<file path="src/rtl/eeprom_access_pkg.sv">
package eeprom_access_pkg;
	localparam int ADDR_W = 12;
	localparam logic [11:0] OFF_ACCESS = 12'h0bc;
	localparam logic [11:0] OFF_IRQ_STATUS = 12'h100;
	localparam logic [11:0] OFF_IRQ_MASK = 12'h104;

	// Field positions inside the access register.
	localparam int B_START = 0;
	localparam int B_WRITE = 1;
	localparam int B_ERR = 2;
	localparam int B_AL_OK = 3;
	localparam int B_AL_STAT = 4;
	localparam int B_AL_DIS = 5;
	localparam int RATE_LSB = 6;
	localparam int WADDR_LSB = 9;
	localparam int DATA_LSB = 16;

	localparam logic [1:0] RATE_RESET = 2'h1;
	localparam logic [1:0] RATE_TEST = 2'h3;
	localparam logic AL_DIS_RESET = 1'b1;
	localparam logic [6:0] WADDR_RESET = 7'h00;
	localparam logic [15:0] DATA_RESET = 16'h0000;

	// Two-wire device select of the memory; the direction bit is appended below it as the low bit.
	localparam logic [6:0] DEV_SEL = 7'h50;

	// Interrupt status and mask layout.
	localparam int IRQ_W = 3;
	localparam int IRQ_DONE = 0;
	localparam int IRQ_ERR = 1;
	localparam int IRQ_AUTOLOAD = 2;

	// Serial rate: primary clock over the divider, mapped onto our own clock.
	localparam longint PRIMARY_HZ = 125000000;
	localparam longint RATE_DIV = 1024;
	localparam longint CLK_HZ = 50000000;
	// One bit takes four quarter phases; a longest time rounds down.
	localparam int QUARTER_CYCLES = int'((CLK_HZ * RATE_DIV) / (PRIMARY_HZ * 4));

	localparam int AUTOLOAD_WORDS = 4;

	typedef enum logic [1:0] {
		CMD_START,
		CMD_STOP,
		CMD_WRITE,
		CMD_READ
	} twi_cmd_t;
endpackage

</file>
<file path="src/rtl/eeprom_access_port.sv">
`timescale 1ns/1ps
`default_nettype none
module eeprom_access_port #(
	parameter int QUARTER_CYCLES = eeprom_access_pkg::QUARTER_CYCLES,
	parameter int AUTOLOAD_WORDS = eeprom_access_pkg::AUTOLOAD_WORDS
) (
	input wire logic clk, // system clock, 50 MHz
	input wire logic nrst, // async reset, active low
	input wire logic [11:0] addr, // register byte address
	input wire logic [31:0] wdata, // write data
	input wire logic wr, // write strobe
	input wire logic rd, // read strobe
	output logic [31:0] rdata, // read data, cycle after rd
	output logic irq, // level interrupt
	output logic scl_out, // clock line output level
	output logic scl_oe, // clock line pulled low
	input wire logic sda_in, // data line level
	output logic sda_out, // data line output level
	output logic sda_oe, // data line pulled low
	output logic cfg_load_valid, // one-cycle autoloaded word
	output logic [6:0] cfg_load_addr, // word address of loaded word
	output logic [15:0] cfg_load_data // loaded word
);
	if (AUTOLOAD_WORDS < 1 || AUTOLOAD_WORDS > 128) begin : bad_words
		$error("AUTOLOAD_WORDS must be 1 to 128");
	end

	typedef enum logic [3:0] {
		S_IDLE,
		S_START,
		S_DEV_W,
		S_WADDR,
		S_WR_HI,
		S_WR_LO,
		S_RSTART,
		S_DEV_R,
		S_RD_HI,
		S_RD_LO,
		S_STOP
	} seq_state_t;

	function automatic eeprom_access_pkg::twi_cmd_t cmd_of(input seq_state_t s);
		case (s)
			S_START, S_RSTART: cmd_of = eeprom_access_pkg::CMD_START;
			S_STOP: cmd_of = eeprom_access_pkg::CMD_STOP;
			S_RD_HI, S_RD_LO: cmd_of = eeprom_access_pkg::CMD_READ;
			default: cmd_of = eeprom_access_pkg::CMD_WRITE;
		endcase
	endfunction

	// Access register fields.
	logic start, next_start;
	logic op_write, next_op_write;
	logic ack_err, next_ack_err;
	logic al_ok, next_al_ok;
	logic al_stat, next_al_stat;
	logic al_dis, next_al_dis;
	logic [1:0] rate, next_rate;
	logic [6:0] word_addr, next_word_addr;
	logic [15:0] data, next_data;
	// Sequencer.
	seq_state_t state, next_state;
	logic issued, next_issued;
	logic cur_write, next_cur_write;
	logic cur_auto, next_cur_auto;
	logic fail, next_fail;
	logic al_armed, next_al_armed;
	logic [6:0] cur_addr, next_cur_addr;
	logic [7:0] hi_byte, next_hi_byte;
	// Interrupts and bus.
	logic [2:0] irq_status, next_irq_status;
	logic [2:0] irq_mask, next_irq_mask;
	logic [2:0] irq_set;
	logic [31:0] next_rdata;
	logic next_cfg_valid;
	logic [6:0] next_cfg_addr;
	logic [15:0] next_cfg_data;
	// Engine.
	logic tick, eng_busy, eng_done, eng_ack_missing, eng_valid;
	logic [7:0] eng_rx, eng_tx;
	logic sel_access, sel_status, sel_mask;

	serial_rate_divider #(
		.QUARTER(QUARTER_CYCLES)
	) serial_rate_divider_inst (
		.clk(clk),
		.nrst(nrst),
		.test_mode(rate == eeprom_access_pkg::RATE_TEST),
		.tick(tick)
	);

	twi_byte_engine twi_byte_engine_inst (
		.clk(clk),
		.nrst(nrst),
		.tick(tick),
		.cmd_valid(eng_valid),
		.cmd(cmd_of(state)),
		.tx_byte(eng_tx),
		.master_nack(state == S_RD_LO),
		.sda_in(sda_in),
		.busy(eng_busy),
		.done(eng_done),
		.ack_missing(eng_ack_missing),
		.rx_byte(eng_rx),
		.scl_oe(scl_oe),
		.sda_oe(sda_oe)
	);

	assign scl_out = 1'b0;
	assign sda_out = 1'b0;
	assign irq = |(irq_status & irq_mask);
	assign eng_valid = (state != S_IDLE) && !issued && !eng_busy;

	always_comb begin
		case (state)
			S_DEV_W: eng_tx = {eeprom_access_pkg::DEV_SEL, 1'b0};
			S_DEV_R: eng_tx = {eeprom_access_pkg::DEV_SEL, 1'b1};
			S_WADDR: eng_tx = {1'b0, cur_addr};
			S_WR_HI: eng_tx = data[15:8];
			S_WR_LO: eng_tx = data[7:0];
			default: eng_tx = 8'h00;
		endcase
	end

	always_comb begin
		sel_access = 1'b0;
		sel_status = 1'b0;
		sel_mask = 1'b0;
		if (addr == eeprom_access_pkg::OFF_ACCESS) begin
			sel_access = 1'b1;
		end else if (addr == eeprom_access_pkg::OFF_IRQ_STATUS) begin
			sel_status = 1'b1;
		end else if (addr == eeprom_access_pkg::OFF_IRQ_MASK) begin
			sel_mask = 1'b1;
		end
	end

	always_comb begin
		next_start = start;
		next_op_write = op_write;
		next_ack_err = ack_err;
		next_al_ok = al_ok;
		next_al_stat = al_stat;
		next_al_dis = al_dis;
		next_rate = rate;
		next_word_addr = word_addr;
		next_data = data;
		next_state = state;
		next_issued = issued;
		next_cur_write = cur_write;
		next_cur_auto = cur_auto;
		next_fail = fail;
		next_al_armed = al_armed;
		next_cur_addr = cur_addr;
		next_hi_byte = hi_byte;
		next_irq_mask = irq_mask;
		next_cfg_valid = 1'b0;
		next_cfg_addr = cfg_load_addr;
		next_cfg_data = cfg_load_data;
		irq_set = 3'h0;
		next_rdata = 32'h0000_0000;

		// Register reads; the read clears the autoload status before any set below.
		if (rd) begin
			if (sel_access) begin
				next_rdata = {data, word_addr, 1'b0, rate, al_dis, al_stat, al_ok,
					ack_err, op_write, start};
				next_al_stat = 1'b0;
			end else if (sel_status) begin
				next_rdata = {29'h0, irq_status};
			end else if (sel_mask) begin
				next_rdata = {29'h0, irq_mask};
			end
		end

		// A running software access keeps its fields; writes to them are dropped.
		if (wr && sel_access && !start) begin
			next_start = wdata[eeprom_access_pkg::B_START];
			next_op_write = wdata[eeprom_access_pkg::B_WRITE];
			next_al_dis = wdata[eeprom_access_pkg::B_AL_DIS];
			next_rate = wdata[eeprom_access_pkg::RATE_LSB +: 2];
			next_word_addr = wdata[eeprom_access_pkg::WADDR_LSB +: 7];
			next_data = wdata[eeprom_access_pkg::DATA_LSB +: 16];
		end
		if (wr && sel_mask) begin
			next_irq_mask = wdata[2:0];
		end

		// Launch: autoload goes first so configuration lands before software access.
		if (state == S_IDLE) begin
			if (al_armed && !al_dis) begin
				next_al_armed = 1'b0;
				next_cur_auto = 1'b1;
				next_cur_write = 1'b0;
				next_cur_addr = 7'h00;
				next_fail = 1'b0;
				next_state = S_START;
			end else if (start) begin
				next_cur_auto = 1'b0;
				next_cur_write = op_write;
				next_cur_addr = word_addr;
				next_fail = 1'b0;
				next_ack_err = 1'b0;
				next_state = S_START;
			end
		end else if (eng_valid) begin
			next_issued = 1'b1;
		end else if (eng_done) begin
			next_issued = 1'b0;
			case (state)
				S_START: next_state = S_DEV_W;
				S_DEV_W: next_state = S_WADDR;
				S_WADDR: next_state = cur_write ? S_WR_HI : S_RSTART;
				S_WR_HI: next_state = S_WR_LO;
				S_WR_LO: next_state = S_STOP;
				S_RSTART: next_state = S_DEV_R;
				S_DEV_R: next_state = S_RD_HI;
				S_RD_HI: begin
					next_hi_byte = eng_rx;
					next_state = S_RD_LO;
				end
				S_RD_LO: begin
					if (cur_auto) begin
						next_cfg_valid = 1'b1;
						next_cfg_addr = cur_addr;
						next_cfg_data = {hi_byte, eng_rx};
					end else begin
						next_data = {hi_byte, eng_rx};
					end
					next_state = S_STOP;
				end
				S_STOP: begin
					next_state = S_IDLE;
					if (cur_auto) begin
						if (fail) begin
							next_al_ok = 1'b0;
							irq_set[eeprom_access_pkg::IRQ_AUTOLOAD] = 1'b1;
							irq_set[eeprom_access_pkg::IRQ_ERR] = 1'b1;
						end else if (cur_addr == 7'(AUTOLOAD_WORDS - 1)) begin
							next_al_ok = 1'b1;
							next_al_stat = 1'b1;
							irq_set[eeprom_access_pkg::IRQ_AUTOLOAD] = 1'b1;
						end else begin
							next_cur_addr = cur_addr + 7'h01;
							next_state = S_START;
						end
					end else begin
						next_start = 1'b0;
						next_ack_err = fail;
						irq_set[eeprom_access_pkg::IRQ_DONE] = 1'b1;
						irq_set[eeprom_access_pkg::IRQ_ERR] = fail;
					end
				end
				default: next_state = S_IDLE;
			endcase
			// A byte the memory did not acknowledge ends the access at once.
			if (eng_ack_missing && state != S_STOP) begin
				next_fail = 1'b1;
				next_state = S_STOP;
			end
		end

		// Write-one-to-clear; a set in the same cycle wins.
		next_irq_status = irq_status;
		if (wr && sel_status) begin
			next_irq_status = irq_status & ~wdata[2:0];
		end
		next_irq_status = next_irq_status | irq_set;
	end

	always_ff @(posedge clk or negedge nrst) begin
		if (!nrst) begin
			start <= 1'b0;
			op_write <= 1'b0;
			ack_err <= 1'b0;
			al_ok <= 1'b0;
			al_stat <= 1'b0;
			al_dis <= eeprom_access_pkg::AL_DIS_RESET;
			rate <= eeprom_access_pkg::RATE_RESET;
			word_addr <= eeprom_access_pkg::WADDR_RESET;
			data <= eeprom_access_pkg::DATA_RESET;
			state <= S_IDLE;
			issued <= 1'b0;
			cur_write <= 1'b0;
			cur_auto <= 1'b0;
			fail <= 1'b0;
			al_armed <= 1'b1;
			cur_addr <= 7'h00;
			hi_byte <= 8'h00;
			irq_status <= 3'h0;
			irq_mask <= 3'h0;
			rdata <= 32'h0000_0000;
			cfg_load_valid <= 1'b0;
			cfg_load_addr <= 7'h00;
			cfg_load_data <= 16'h0000;
		end else begin
			start <= next_start;
			op_write <= next_op_write;
			ack_err <= next_ack_err;
			al_ok <= next_al_ok;
			al_stat <= next_al_stat;
			al_dis <= next_al_dis;
			rate <= next_rate;
			word_addr <= next_word_addr;
			data <= next_data;
			state <= next_state;
			issued <= next_issued;
			cur_write <= next_cur_write;
			cur_auto <= next_cur_auto;
			fail <= next_fail;
			al_armed <= next_al_armed;
			cur_addr <= next_cur_addr;
			hi_byte <= next_hi_byte;
			irq_status <= next_irq_status;
			irq_mask <= next_irq_mask;
			rdata <= next_rdata;
			cfg_load_valid <= next_cfg_valid;
			cfg_load_addr <= next_cfg_addr;
			cfg_load_data <= next_cfg_data;
		end
	end
endmodule // eeprom_access_port
`default_nettype wire

</file>
<file path="src/rtl/serial_rate_divider.sv">
`timescale 1ns/1ps
`default_nettype none
module serial_rate_divider #(
	parameter int QUARTER = eeprom_access_pkg::QUARTER_CYCLES
) (
	input wire logic clk, // system clock
	input wire logic nrst, // async reset, active low
	input wire logic test_mode, // tick every cycle
	output logic tick // one-cycle quarter-phase enable
);
	localparam int CW = $clog2(QUARTER + 1);

	if (QUARTER < 2) begin : bad_quarter
		$error("QUARTER must be at least 2");
	end

	logic [CW-1:0] count;
	logic [CW-1:0] next_count;
	logic [CW-1:0] limit;
	logic next_tick;

	always_comb begin
		limit = test_mode ? '0 : CW'(QUARTER - 1);
		next_tick = (count >= limit);
		next_count = next_tick ? '0 : count + CW'(1);
	end

	always_ff @(posedge clk or negedge nrst) begin
		if (!nrst) begin
			count <= '0;
			tick <= 1'b0;
		end else begin
			count <= next_count;
			tick <= next_tick;
		end
	end
endmodule // serial_rate_divider
`default_nettype wire

</file>
<file path="src/rtl/twi_byte_engine.sv">
`timescale 1ns/1ps
`default_nettype none
module twi_byte_engine (
	input wire logic clk, // system clock
	input wire logic nrst, // async reset, active low
	input wire logic tick, // quarter-phase enable
	input wire logic cmd_valid, // take a command while idle
	input wire eeprom_access_pkg::twi_cmd_t cmd, // start, stop, write or read
	input wire logic [7:0] tx_byte, // byte to send
	input wire logic master_nack, // leave acknowledge high after a read
	input wire logic sda_in, // data line level
	output logic busy, // command in progress
	output logic done, // one-cycle end of command
	output logic ack_missing, // no acknowledge after a written byte
	output logic [7:0] rx_byte, // byte received
	output logic scl_oe, // pull clock line low
	output logic sda_oe // pull data line low
);
	eeprom_access_pkg::twi_cmd_t cur, next_cur;
	logic [1:0] phase, next_phase;
	logic [3:0] bit_idx, next_bit_idx;
	logic [7:0] next_rx;
	logic next_busy, next_done, next_ack, next_scl, next_sda, finish;

	always_comb begin
		next_cur = cur;
		next_phase = phase;
		next_bit_idx = bit_idx;
		next_rx = rx_byte;
		next_busy = busy;
		next_ack = ack_missing;
		next_scl = scl_oe;
		next_sda = sda_oe;
		finish = 1'b0;
		if (!busy) begin
			if (cmd_valid) begin
				next_busy = 1'b1;
				next_cur = cmd;
				next_phase = 2'h0;
				next_bit_idx = 4'h0;
				next_rx = tx_byte;
				next_ack = 1'b0;
			end
		end else if (tick) begin
			next_phase = phase + 2'h1;
			case (cur)
				eeprom_access_pkg::CMD_START: begin
					// Works from idle and as a repeated start with the clock low.
					case (phase)
						2'h0: next_sda = 1'b0;
						2'h1: next_scl = 1'b0;
						2'h2: next_sda = 1'b1;
						default: begin
							next_scl = 1'b1;
							finish = 1'b1;
						end
					endcase
				end
				eeprom_access_pkg::CMD_STOP: begin
					case (phase)
						2'h0: next_sda = 1'b1;
						2'h1: next_scl = 1'b0;
						2'h2: next_sda = 1'b0;
						default: finish = 1'b1;
					endcase
				end
				default: begin
					case (phase)
						2'h0: begin
							if (bit_idx == 4'h8) begin
								next_sda = (cur == eeprom_access_pkg::CMD_READ) && !master_nack;
							end else begin
								next_sda = (cur == eeprom_access_pkg::CMD_WRITE) && !rx_byte[7];
							end
						end
						2'h1: next_scl = 1'b0;
						2'h2: begin
							if (bit_idx == 4'h8) begin
								next_ack = (cur == eeprom_access_pkg::CMD_WRITE) && sda_in;
							end else begin
								next_rx = {rx_byte[6:0], sda_in};
							end
						end
						default: begin
							next_scl = 1'b1;
							next_bit_idx = bit_idx + 4'h1;
							finish = (bit_idx == 4'h8);
						end
					endcase
				end
			endcase
			if (finish) begin
				next_busy = 1'b0;
				next_phase = 2'h0;
			end
		end
		next_done = finish;
	end

	always_ff @(posedge clk or negedge nrst) begin
		if (!nrst) begin
			cur <= eeprom_access_pkg::CMD_START;
			phase <= 2'h0;
			bit_idx <= 4'h0;
			rx_byte <= 8'h00;
			busy <= 1'b0;
			done <= 1'b0;
			ack_missing <= 1'b0;
			scl_oe <= 1'b0;
			sda_oe <= 1'b0;
		end else begin
			cur <= next_cur;
			phase <= next_phase;
			bit_idx <= next_bit_idx;
			rx_byte <= next_rx;
			busy <= next_busy;
			done <= next_done;
			ack_missing <= next_ack;
			scl_oe <= next_scl;
			sda_oe <= next_sda;
		end
	end
endmodule // twi_byte_engine
`default_nettype wire

</file>
<file path="config.mk">
export PLATFORM = sky130hd
export DESIGN_NAME = eeprom_access_port
export DESIGN_NICKNAME = d
export VERILOG_FILES = /design/src/rtl/eeprom_access_pkg.sv /design/src/rtl/eeprom_access_port.sv /design/src/rtl/serial_rate_divider.sv /design/src/rtl/twi_byte_engine.sv
export SDC_FILE = /design/constraint.sdc
export NUM_CORES = 1
export LEC_CHECK = 0
export BUFFER_PORTS_ARGS = -buffer_cell sky130_fd_sc_hd__buf_2
export CAP_MARGIN = 40
export CORE_MARGIN = 8
export CORE_UTILIZATION = 57
export DETAILED_ROUTE_END_ITERATION = 8
export PLACE_DENSITY = 0.8
export SLEW_MARGIN = 30
export SYNTH_ARGS = -nofsm -noshare
export SYNTH_HDL_FRONTEND = slang
export SYNTH_HIERARCHICAL = 1
export SYNTH_SLANG_ARGS = --single-unit
</file>
<file path="constraint.sdc">
create_clock -name clk -period 2.3 [get_ports clk]
set_input_delay 0.345 -clock clk [delete_from_list [all_inputs] [get_ports clk]]
set_output_delay 0.345 -clock clk [all_outputs]
set_load 0.01 [all_outputs]
</file>
# Word level (Yosys, flattened, before mapping)
# Index checks and enable logic that the tools add are counted.
[totals]
mem_count = 0
output_inout_bits = 61
mem_bits_rw = 0
latchBits = 0
mem_bits_ro = 0
elab_cells = 269
inputBits = 49
regBits = 146
[op_classes]
mux = 130
shifts = 0
multipliers = 0
n_div = 0
bitwise = 7
n_reduce_logical = 54
n_eq_ne = 39
order_cmp = 1
addsub = 4
[op_table]
columns = ["operator", "n"]
rows = [
  ["2-to-1 mux 16 bit", 6],
  ["2-to-1 mux 7 bit", 11],
  ["2-to-1 mux 1 bit", 75],
  ["2-to-1 mux 32 bit", 2],
  ["2-to-1 mux 8 bit", 6],
  ["2-to-1 mux 4 bit", 11],
  ["one-hot mux 8 bit (5 select lines)", 1],
  ["one-hot mux 4 bit (9 select lines)", 1],
  ["equality test 12 x 9 -> 1 bit, second input constant", 2],
  ["2-to-1 mux 3 bit", 7],
  ["inequality test 2 bit, second input constant", 10],
  ["AND reduction 5 bit", 4],
  ["equality test 4 x 3 -> 1 bit, second input constant", 4],
  ["equality test 4 bit, second input constant", 4],
  ["AND reduction 4 bit", 4],
  ["nonzero test 2 bit", 8],
  ["adder 7 x 1 -> 7 bit, second input constant", 2],
  ["equality test 12 x 8 -> 1 bit, second input constant", 1],
  ["AND reduction 6 bit", 2],
  ["logical AND 1 bit", 11],
  ["2-to-1 mux 2 bit", 5],
  ["AND reduction 2 bit", 5],
  ["OR reduction 2 bit", 5],
  ["inequality test 3 x 2 -> 1 bit, second input constant", 3],
  ["24 further kinds", 45],
]

# Depth between registers and ports, before layout
# Gate-level depths: netlist of the first run.
[logic_depth]
word_depth = 11
ltp_mapped = 8
ltp_nobuf = 6

# By module
# The synthesis of the first run kept the hierarchy.
[modules_own_cells]
columns = ["mod", "instances", "area_per_inst_um2", "cells_per_inst"]
rows = [
  ["eeprom_access_port", 1, 5353.9, 477],
  ["twi_byte_engine", 1, 1111.1, 117],
  ["serial_rate_divider", 1, 434.2, 41],
]

# Least setup slack after synthesis of the first run
# Ideal clock, no wire load.
[synth_timing]
kind = "flip-flop to flip-flop"
start = "register rate[0]"
end = "register serial_rate_divider_inst.tick"
setup_slack_ns = 0.181
setup_ns = 0.120
path_stages_with_launch = 7
required_time_ns = 2.180
arrival_time_ns = 1.999
path_buffers = 0
path_cell_list = "dfstp_2 and2_1 inv_1 ha_1 or3b_2 a221o_2 and2_2"
[synth_between]
elab_chain_cells = 3
[synth_rtl]
columns = ["item", "line_no", "source"]
rows = [
  ["start: declaration", "eeprom_access_port.sv:58", "logic [1:0] rate, next_rate;"],
  ["start signal: assignment", "eeprom_access_port.sv:279", "rate <= eeprom_access_pkg::RATE_RESET;"],
  ["start signal: assignment", "eeprom_access_port.sv:303", "rate <= next_rate;"],
  ["equality test 2 bit", "eeprom_access_port.sv:88", ".test_mode(rate == eeprom_access_pkg::RATE_TEST),"],
  ["2-to-1 mux 7 bit", "serial_rate_divider.sv:23", "limit = test_mode ? '0 : CW'(QUARTER - 1);"],
  ["greater-or-equal comparator 7 bit", "serial_rate_divider.sv:24", "next_tick = (count >= limit);"],
  ["via serial_rate_divider_inst.next_tick", "serial_rate_divider.sv:20", "logic next_tick;"],
  ["end signal: assignment", "serial_rate_divider.sv:34", "tick <= next_tick;"],
  ["end: declaration", "serial_rate_divider.sv:9", "output logic tick"],
]
# The timed path passes the listed nets, and every way through them passes these cells.
# A chain may end at the register's enable or synchronous reset.

# Worst setup path in the final report of the first run
# Ends and elaborated chain as after synthesis.

==> reports/results.tsv, run 1 <==
stage	metric	value	unit
setup_path	crit path max-delay cell type	dfstp_2	
floorplanning	die area	0.0159	mm^2
outcome	outcome	completed	
layout	Final nets	802	
setup_path	CP endpoint kind	flip-flop	
setup_path	arrival time worst endpoint	2520	ps
synthesis	Synth Flop Type	dfrtp_1	
synthesis	synth top area cells	dfrtp_1 52%, mux2_2 5.4%, and2_1 2.8%, nand2_1 2.7%, o21ai_0 2.5%	
drt	antenna viol nets, final	0	
floorplanning	Die Wd	126	um
setup_path	r2r setup slk	90	ps
drt	Avg WL per Cell	19.9	um
synthesis	synthesized flop and latch total	145	
floorplanning	Top Ports	110	
cts	CTS root buf	clkbuf_16	
setup_path	CP max FO	8	
layout	area grow syn2layout	19.2	%
cts	Clk Latency, worst-skew pair	430	ps
sta	Worst Slack Setup Final	91.6	ps
floorplanning	initial core utilization	0.579	
synthesis	synth unique cells	71	
sta	clock skew	11.2	ps
power	P_leak	4.15	nW
sta	Max Fclk	453	MHz
power	Tot Pwr	6.13	mW
setup_path	CP Data Required Time	2610	ps
layout	Non-Filler Instances	900	
synthesis	Post-synth EDFFs	0	
synthesis	cell taking the most area after synthesis	dfrtp_1	
layout	commonest non-fill, non-tap cell in the layout	dfrtp_1	
synthesis	synth warn	6	
drt	routed via count	5597	
power	Cell Pwr Density	745	mW/mm^2
setup_path	Most common cell on crit path	and2_4	
global_route	total gr overflow	0	
synthesis	asr flop ratio synth	1.00	
setup_path	Critical Path Start	rate[0]	
global_route	GRT Util Overall	0.228	
sta	Hold Vio Cnt, Final	0	
hold_path	hold path startpoint	wdata[7]	
sta	slew of the pin with the lowest slew margin	578	ps
sta	Slew Viols, Final	0	
synthesis	top cell type's share of synthesized area	0.515	
layout	most frequent cells in the layout	142 x dfrtp_1, 102 x buf_2, 50 x nand2_1	
drt	Avg Vias per Cell	6.22	
power	VDD IR max	0.604	mV
sta	unrepaired setup endpoints after global routing	no	
drt	residual DRC count	0	
synthesis	Post-Syn Area	0.00690	mm^2
setup_path	critical register-to-register path startpoint	rate[0]	
synthesis	Mapped Cells	635	
drt	DR iter-0 viols	626	
place	dpl hpwl	12300	um
cts	CTS tree	yes	
setup_path	CP cell instances	and2_4, inv_1, ha_1, or3b_2, a221o_2, and2_4	
job	Max-Cap Viols	0	
drt	DRT Pass-1 Iters	7	
layout	ANT cells	0	
setup_path	Worst setup SP type	flip-flop	
cts	Reg clk slew, reported paths	60	ps
setup_path	Register-to-Register Path Depth	6	
place	dpl cells	868	
cts	CTS Sinks	145	
place	GP Congestion	0.935	
cts	Max Buffers Root-to-Sink	2	
hold_path	worst hold path type	in -> reg	
floorplanning	core region area	0.0119	mm^2
sta	minimum clock period	2210	ps
sta	Hold WS	158	ps
floorplanning	row count	40	
cts	H-tree depth	4	
setup_path	Setup CP Type	reg -> reg	
synthesis	Mean Syn Cell Area	10.9	um^2
cts	Post-CTS Repair Setup Buffers	0	
floorplanning	die height	126	um
place	DP Worst Slack	41.5	ps
drt	detailed-route wire length	17900	um
sta	final setup TNS	0	ps
sta	relative slew slack	0.612	
hold_path	Worst Hold Endpoint	rate[1]	
sta	setup-violating endpoint count in the final report	0	
global_route	first-pass GRT wire length	29100	um
global_route	vias in the first global route	5737	
synthesis	sequential area share after synthesis	0.526	
setup_path	slowest stage delay, CP	540	ps
global_route	initial antenna violation count	0	
cts	TritonCTS buffer count	17	
place	I/O Buffers	103	
hold_path	hold depth	2	
global_route	largest net degree at the start of global routing	57	
sta	Final period util	0.960	
layout	layout cells sized above 1	0.291	
setup_path	Critical R2R Capture	serial_rate_divider_inst/tick	
## power breakdown
group,leakage [nW],total [mW],internal [mW],switching [mW]
registers,1.89,2.87,2.66,0.218
logic,1.96,0.441,0.181,0.259
clock network,0.296,2.81,1.78,1.03
total,4.15,6.13,4.62,1.51
## registers in the layout (all words and copies together), names as in the netlist, 2 cells and up
register,cells
irq_mask,3
twi_byte_engine_inst/phase,2
state,4
irq_status,3
cur_addr,7
rate,2
rdata,31
twi_byte_engine_inst/bit_idx,4
data,16
twi_byte_engine_inst/rx_byte,8
cfg_load_addr,7
hi_byte,8
cfg_load_data,16
serial_rate_divider_inst/count,7
twi_byte_engine_inst/cur,2
word_addr,7
## per-layer routing
layer,part of all wire,GRT usage,vias to the layer above
met5,0,0,-
met4,0.027,0.102,0
met3,0.068,0.0519,44
met2,0.50,0.375,276
met1,0.41,0.282,2734
li1,-,-,2543
## layout make-up
class | instances | area [um^2]
sequential | 145 | 3630
inverter | 12 | 45.0
clock inverter | 9 | 130
tap | 147 | 184
timing repair buffer | 127 | 742
fill | 904 | 3690
multi-input combinational | 438 | 3020
clock buffer | 22 | 474
## cells in the mapped netlist, drive strengths merged (15+ instances only)
| cell | n |
|---|---|
| nand4 | 22 |
| and2 | 32 |
| nand2 | 52 |
| a21oi | 23 |
| clkbuf | 15 |
| mux2 | 46 |
| buf | 27 |
| o21ai | 37 |
| dfrtp | 142 |
| o22ai | 20 |
| nor2 | 32 |
| a31oi | 22 |
## how the worst max path moves through the flow
| stage | to | slack (ps) |
|---|---|---|
| 2_1_floorplan | serial_rate_divider_inst/tick | 180 |
| 3_3_place_gp | serial_rate_divider_inst/tick | 130 |
| 3_5_place_dp | serial_rate_divider_inst/count[5] | 40 |
| 4_1_cts | serial_rate_divider_inst/tick | 40 |
| 5_1_grt | twi_byte_engine_inst/rx_byte[6] | 10 |
| 6_report | serial_rate_divider_inst/tick | 90 |
## worst max-delay path, delay by kind of cell (launching register included)
| family | cells | cell delay (ps) |
|---|---|---|
| simple gates | 3 | 780 |
| flops | 1 | 540 |
| compound gates | 1 | 440 |
| fa+ha+maj | 1 | 290 |
| buf+inv | 1 | 50 |
## cell families after synthesis
logic type      synth area share
compound gates             0.151
xor+xnor                 0.00508
fa+ha+maj                 0.0218
buf+inv                   0.0394
flops                      0.526
mux                       0.0843
other cells             0.000544
simple gates               0.172
## timing repair
item	in CTS	in global routing
pin swaps	1	1
resized for setup	2	2
setup endpoints to repair	1	2
hold buffers	1	0
endpoints found under the hold margin	44	0
gates cloned	0	0
## per-stage QoR
step / utilization / cell area [um^2]
after floorplan: - / 6910
after global placement: 0.638 / 7600
after detailed placement: 0.638 / 7600
after CTS: 0.690 / 8220
after global routing: 0.690 / 8220
final: 0.690 / 8220
(Power assumes the default switching activity.)
==> run 2: changes to the inputs <==
--- a/config.mk
+++ b/config.mk
@@ -8,9 +8,10 @@
 export BUFFER_PORTS_ARGS = -buffer_cell sky130_fd_sc_hd__buf_2
 export CAP_MARGIN = 40
 export CORE_MARGIN = 8
-export CORE_UTILIZATION = 57
+export CORE_UTILIZATION = 51
 export DETAILED_ROUTE_END_ITERATION = 8
-export PLACE_DENSITY = 0.8
+export PLACE_DENSITY = 0.76
+export REMOVE_ABC_BUFFERS = 1
 export SLEW_MARGIN = 30
 export SYNTH_ARGS = -nofsm -noshare
 export SYNTH_HDL_FRONTEND = slang
==> constraint.sdc (replaced) <==
create_clock -name clk -period 2 [get_ports clk]
set_input_delay 0.3 -clock clk [delete_from_list [all_inputs] [get_ports clk]]
set_output_delay 0.3 -clock clk [all_outputs]
set_load 0.01 [all_outputs]
==> reports/results.tsv, run 2 (synthesized netlist as in run 1, its figures left out) <==
stage	metric	value	unit
sta	relative slew slack	0.644	
place	placed cell areas	0.00779	mm^2
global_route	vias in the first global route	5802	
drt	residual DRC count	0	
drt	DRT Pass-1 Iters	5	
setup_path	crit path max-delay cell type	dfstp_2	
sta	unrepaired setup endpoints after global routing	yes	
power	Cell Pwr Density	858	mW/mm^2
setup_path	CP max FO	8	
drt	detailed-route wire length	17600	um
cts	Post-CTS Repair Setup Buffers	0	
cts	CTS root buf	clkbuf_16	
layout	Most flops, register	rdata	
setup_path	Worst setup SP type	flip-flop	
cts	Reg clk slew, reported paths	60	ps
layout	area grow syn2layout	23.4	%
global_route	largest net degree at the start of global routing	53	
hold_path	worst hold path type	in -> reg	
cts	Max Buffers Root-to-Sink	2	
cts	CTS Sinks	145	
sta	final setup TNS	-7.06	ps
power	Sequential Power Share	0.448	
place	GP Congestion	0.856	
sta	clock skew	6.13	ps
setup_path	arrival time worst endpoint	2330	ps
floorplanning	core region area	0.0132	mm^2
power	Pint	5.55	mW
power	Clock Power Share	0.481	
layout	layout cells sized above 1	0.322	
layout	top flop regs	rdata: 31 flops, cfg_load_data: 16 flops, data: 16 flops	
floorplanning	initial core utilization	0.521	
place	I/O Buffers	103	
global_route	initial antenna violation count	0	
floorplanning	Top Ports	110	
sta	Hold WS	103	ps
outcome	failing checks	setup timing	
power	VDD IR max	0.604	mV
sta	Max Fclk	498	MHz
cts	TritonCTS buffer count	17	
setup_path	Most common cell on crit path	and2_4	
sta	slew of the pin with the lowest slew margin	534	ps
floorplanning	die area	0.0175	mm^2
layout	ANT cells	0	
sta	Final period util	1.00	
global_route	total gr overflow	0	
global_route	GRT Util Overall	0.207	
cts	Clk Latency, worst-skew pair	430	ps
drt	Avg WL per Cell	18.6	um
cts	CTS tree	yes	
place	dpl hpwl	12100	um
power	switching share of power	0.240	
outcome	outcome	finished, violations left	
power	sw power	1.75	mW
power	P_leak	4.25	nW
power	combinational share of power	0.071	
layout	most frequent cells in the layout	141 x dfrtp_1, 102 x buf_2, 50 x nand2_1	
floorplanning	Die Wd	132	um
drt	routed via count	5595	
power	Tot Pwr	7.30	mW
sta	setup-violating endpoint count in the final report	1	
layout	Final nets	818	
layout	final core utilization	0.643	
floorplanning	die height	132	um
setup_path	CP cell instances	and2_4, inv_2, ha_4, or3b_4, a221o_2, and2_4	
setup_path	Setup CP Type	reg -> reg	
drt	DR iter-0 viols	512	
sta	minimum clock period	2010	ps
sta	Slew Viols, Final	0	
layout	fin area	0.00851	mm^2
sta	Worst Slack Setup Final	-7.06	ps
global_route	first-pass GRT wire length	29200	um
drt	Avg Vias per Cell	5.91	
job	Max-Cap Viols	0	
setup_path	CP endpoint kind	flip-flop	
floorplanning	row count	42	
setup_path	CP Data Required Time	2320	ps
layout	commonest non-fill, non-tap cell in the layout	dfrtp_1	
drt	antenna viol nets, final	0	
cts	H-tree depth	4	
layout	max reg flops	31	
sta	Hold Vio Cnt, Final	0	
setup_path	slowest stage delay, CP	540	ps
run 2: cell count changes in the layout (fill, tap and decap cells not counted), moves of 2 or more:
cell	before	now
buf_12	3	6
buf_4	20	33
bufinv_16	3	5
clkbuf_1	2	0
clkinvlp_4	1	4
ha_1	12	9
ha_2	0	2
run 2: worst paths after layout:
| kind | start | slack (ps) | depth (start not counted) | endpoint |
|---|---|---|---|---|
| setup / recovery | rate[0] | -7 | 6 | serial_rate_divider_inst/tick |
| hold / removal | wdata[9] | 100 | 2 | word_addr[0] |
| setup reg to reg | rate[0] | -7 | 6 | serial_rate_divider_inst/tick |
| hold reg to reg | al_armed | 470 | 1 | al_armed |
| max in group asynchronous | nrst | 920 | 3 | rate[0] |
| min in group asynchronous | nrst | 390 | 2 | al_ok |
run 2: final cells by class:
| cell class | count | area (um^2) |
|---|---|---|
| clock buffer | 19 | 453 |
| timing repair buffer | 143 | 900 |
| tap | 176 | 220 |
| fill | 1040 | 4730 |
| inverter | 12 | 45.0 |
| sequential | 145 | 3630 |
| clock inverter | 13 | 208 |
| multi-input combinational | 438 | 3060 |
run 2: timing repair:
item | in CTS | in global routing
pin swaps | 5 | 6
endpoints found under the hold margin | 48 | 0
gates cloned | 0 | 0
gates resized for setup | 8 | 7
hold buffers | 1 | 0
endpoints found under the setup margin | 8 | 27
run 2: critical path: cells and delay by family (launching register included):
family | cells | cell delay [ps]
AOI/OAI and AO/OA | 1 | 440
buffers and inverters | 1 | 40
adders and majority gates | 1 | 190
and+or+nand+nor | 3 | 680
DFF | 1 | 540
run 2: stage by stage:
step                      setup WS [ps]  instances
final                             -7.06        946
after detailed placement           -145        913
after CTS                         -28.8        946
after floorplan                    -189        595
after global routing              -45.0        946
after global placement             -117        913
run 2: power by group through the flow:
stage / Clock, mW / Sequential, mW / Combinational (mW)
floorplan: 0 / 3.27 / 0.243
global placement: 0 / 3.31 / 0.482
detailed placement: 0 / 3.32 / 0.501
CTS: 3.55 / 3.27 / 0.510
global route: 3.69 / 3.30 / 0.579
finish: 3.51 / 3.27 / 0.518
run 2: layer usage:
layer  track usage  share of wire  vias up  routed length [um]
li1              -              -     2581                   -
met1         0.250           0.42     2744                7320
met2         0.330           0.48      234                8530
met3        0.0606          0.074       36                1300
met4         0.103          0.025        0                 439
met5             0              0        -                   0
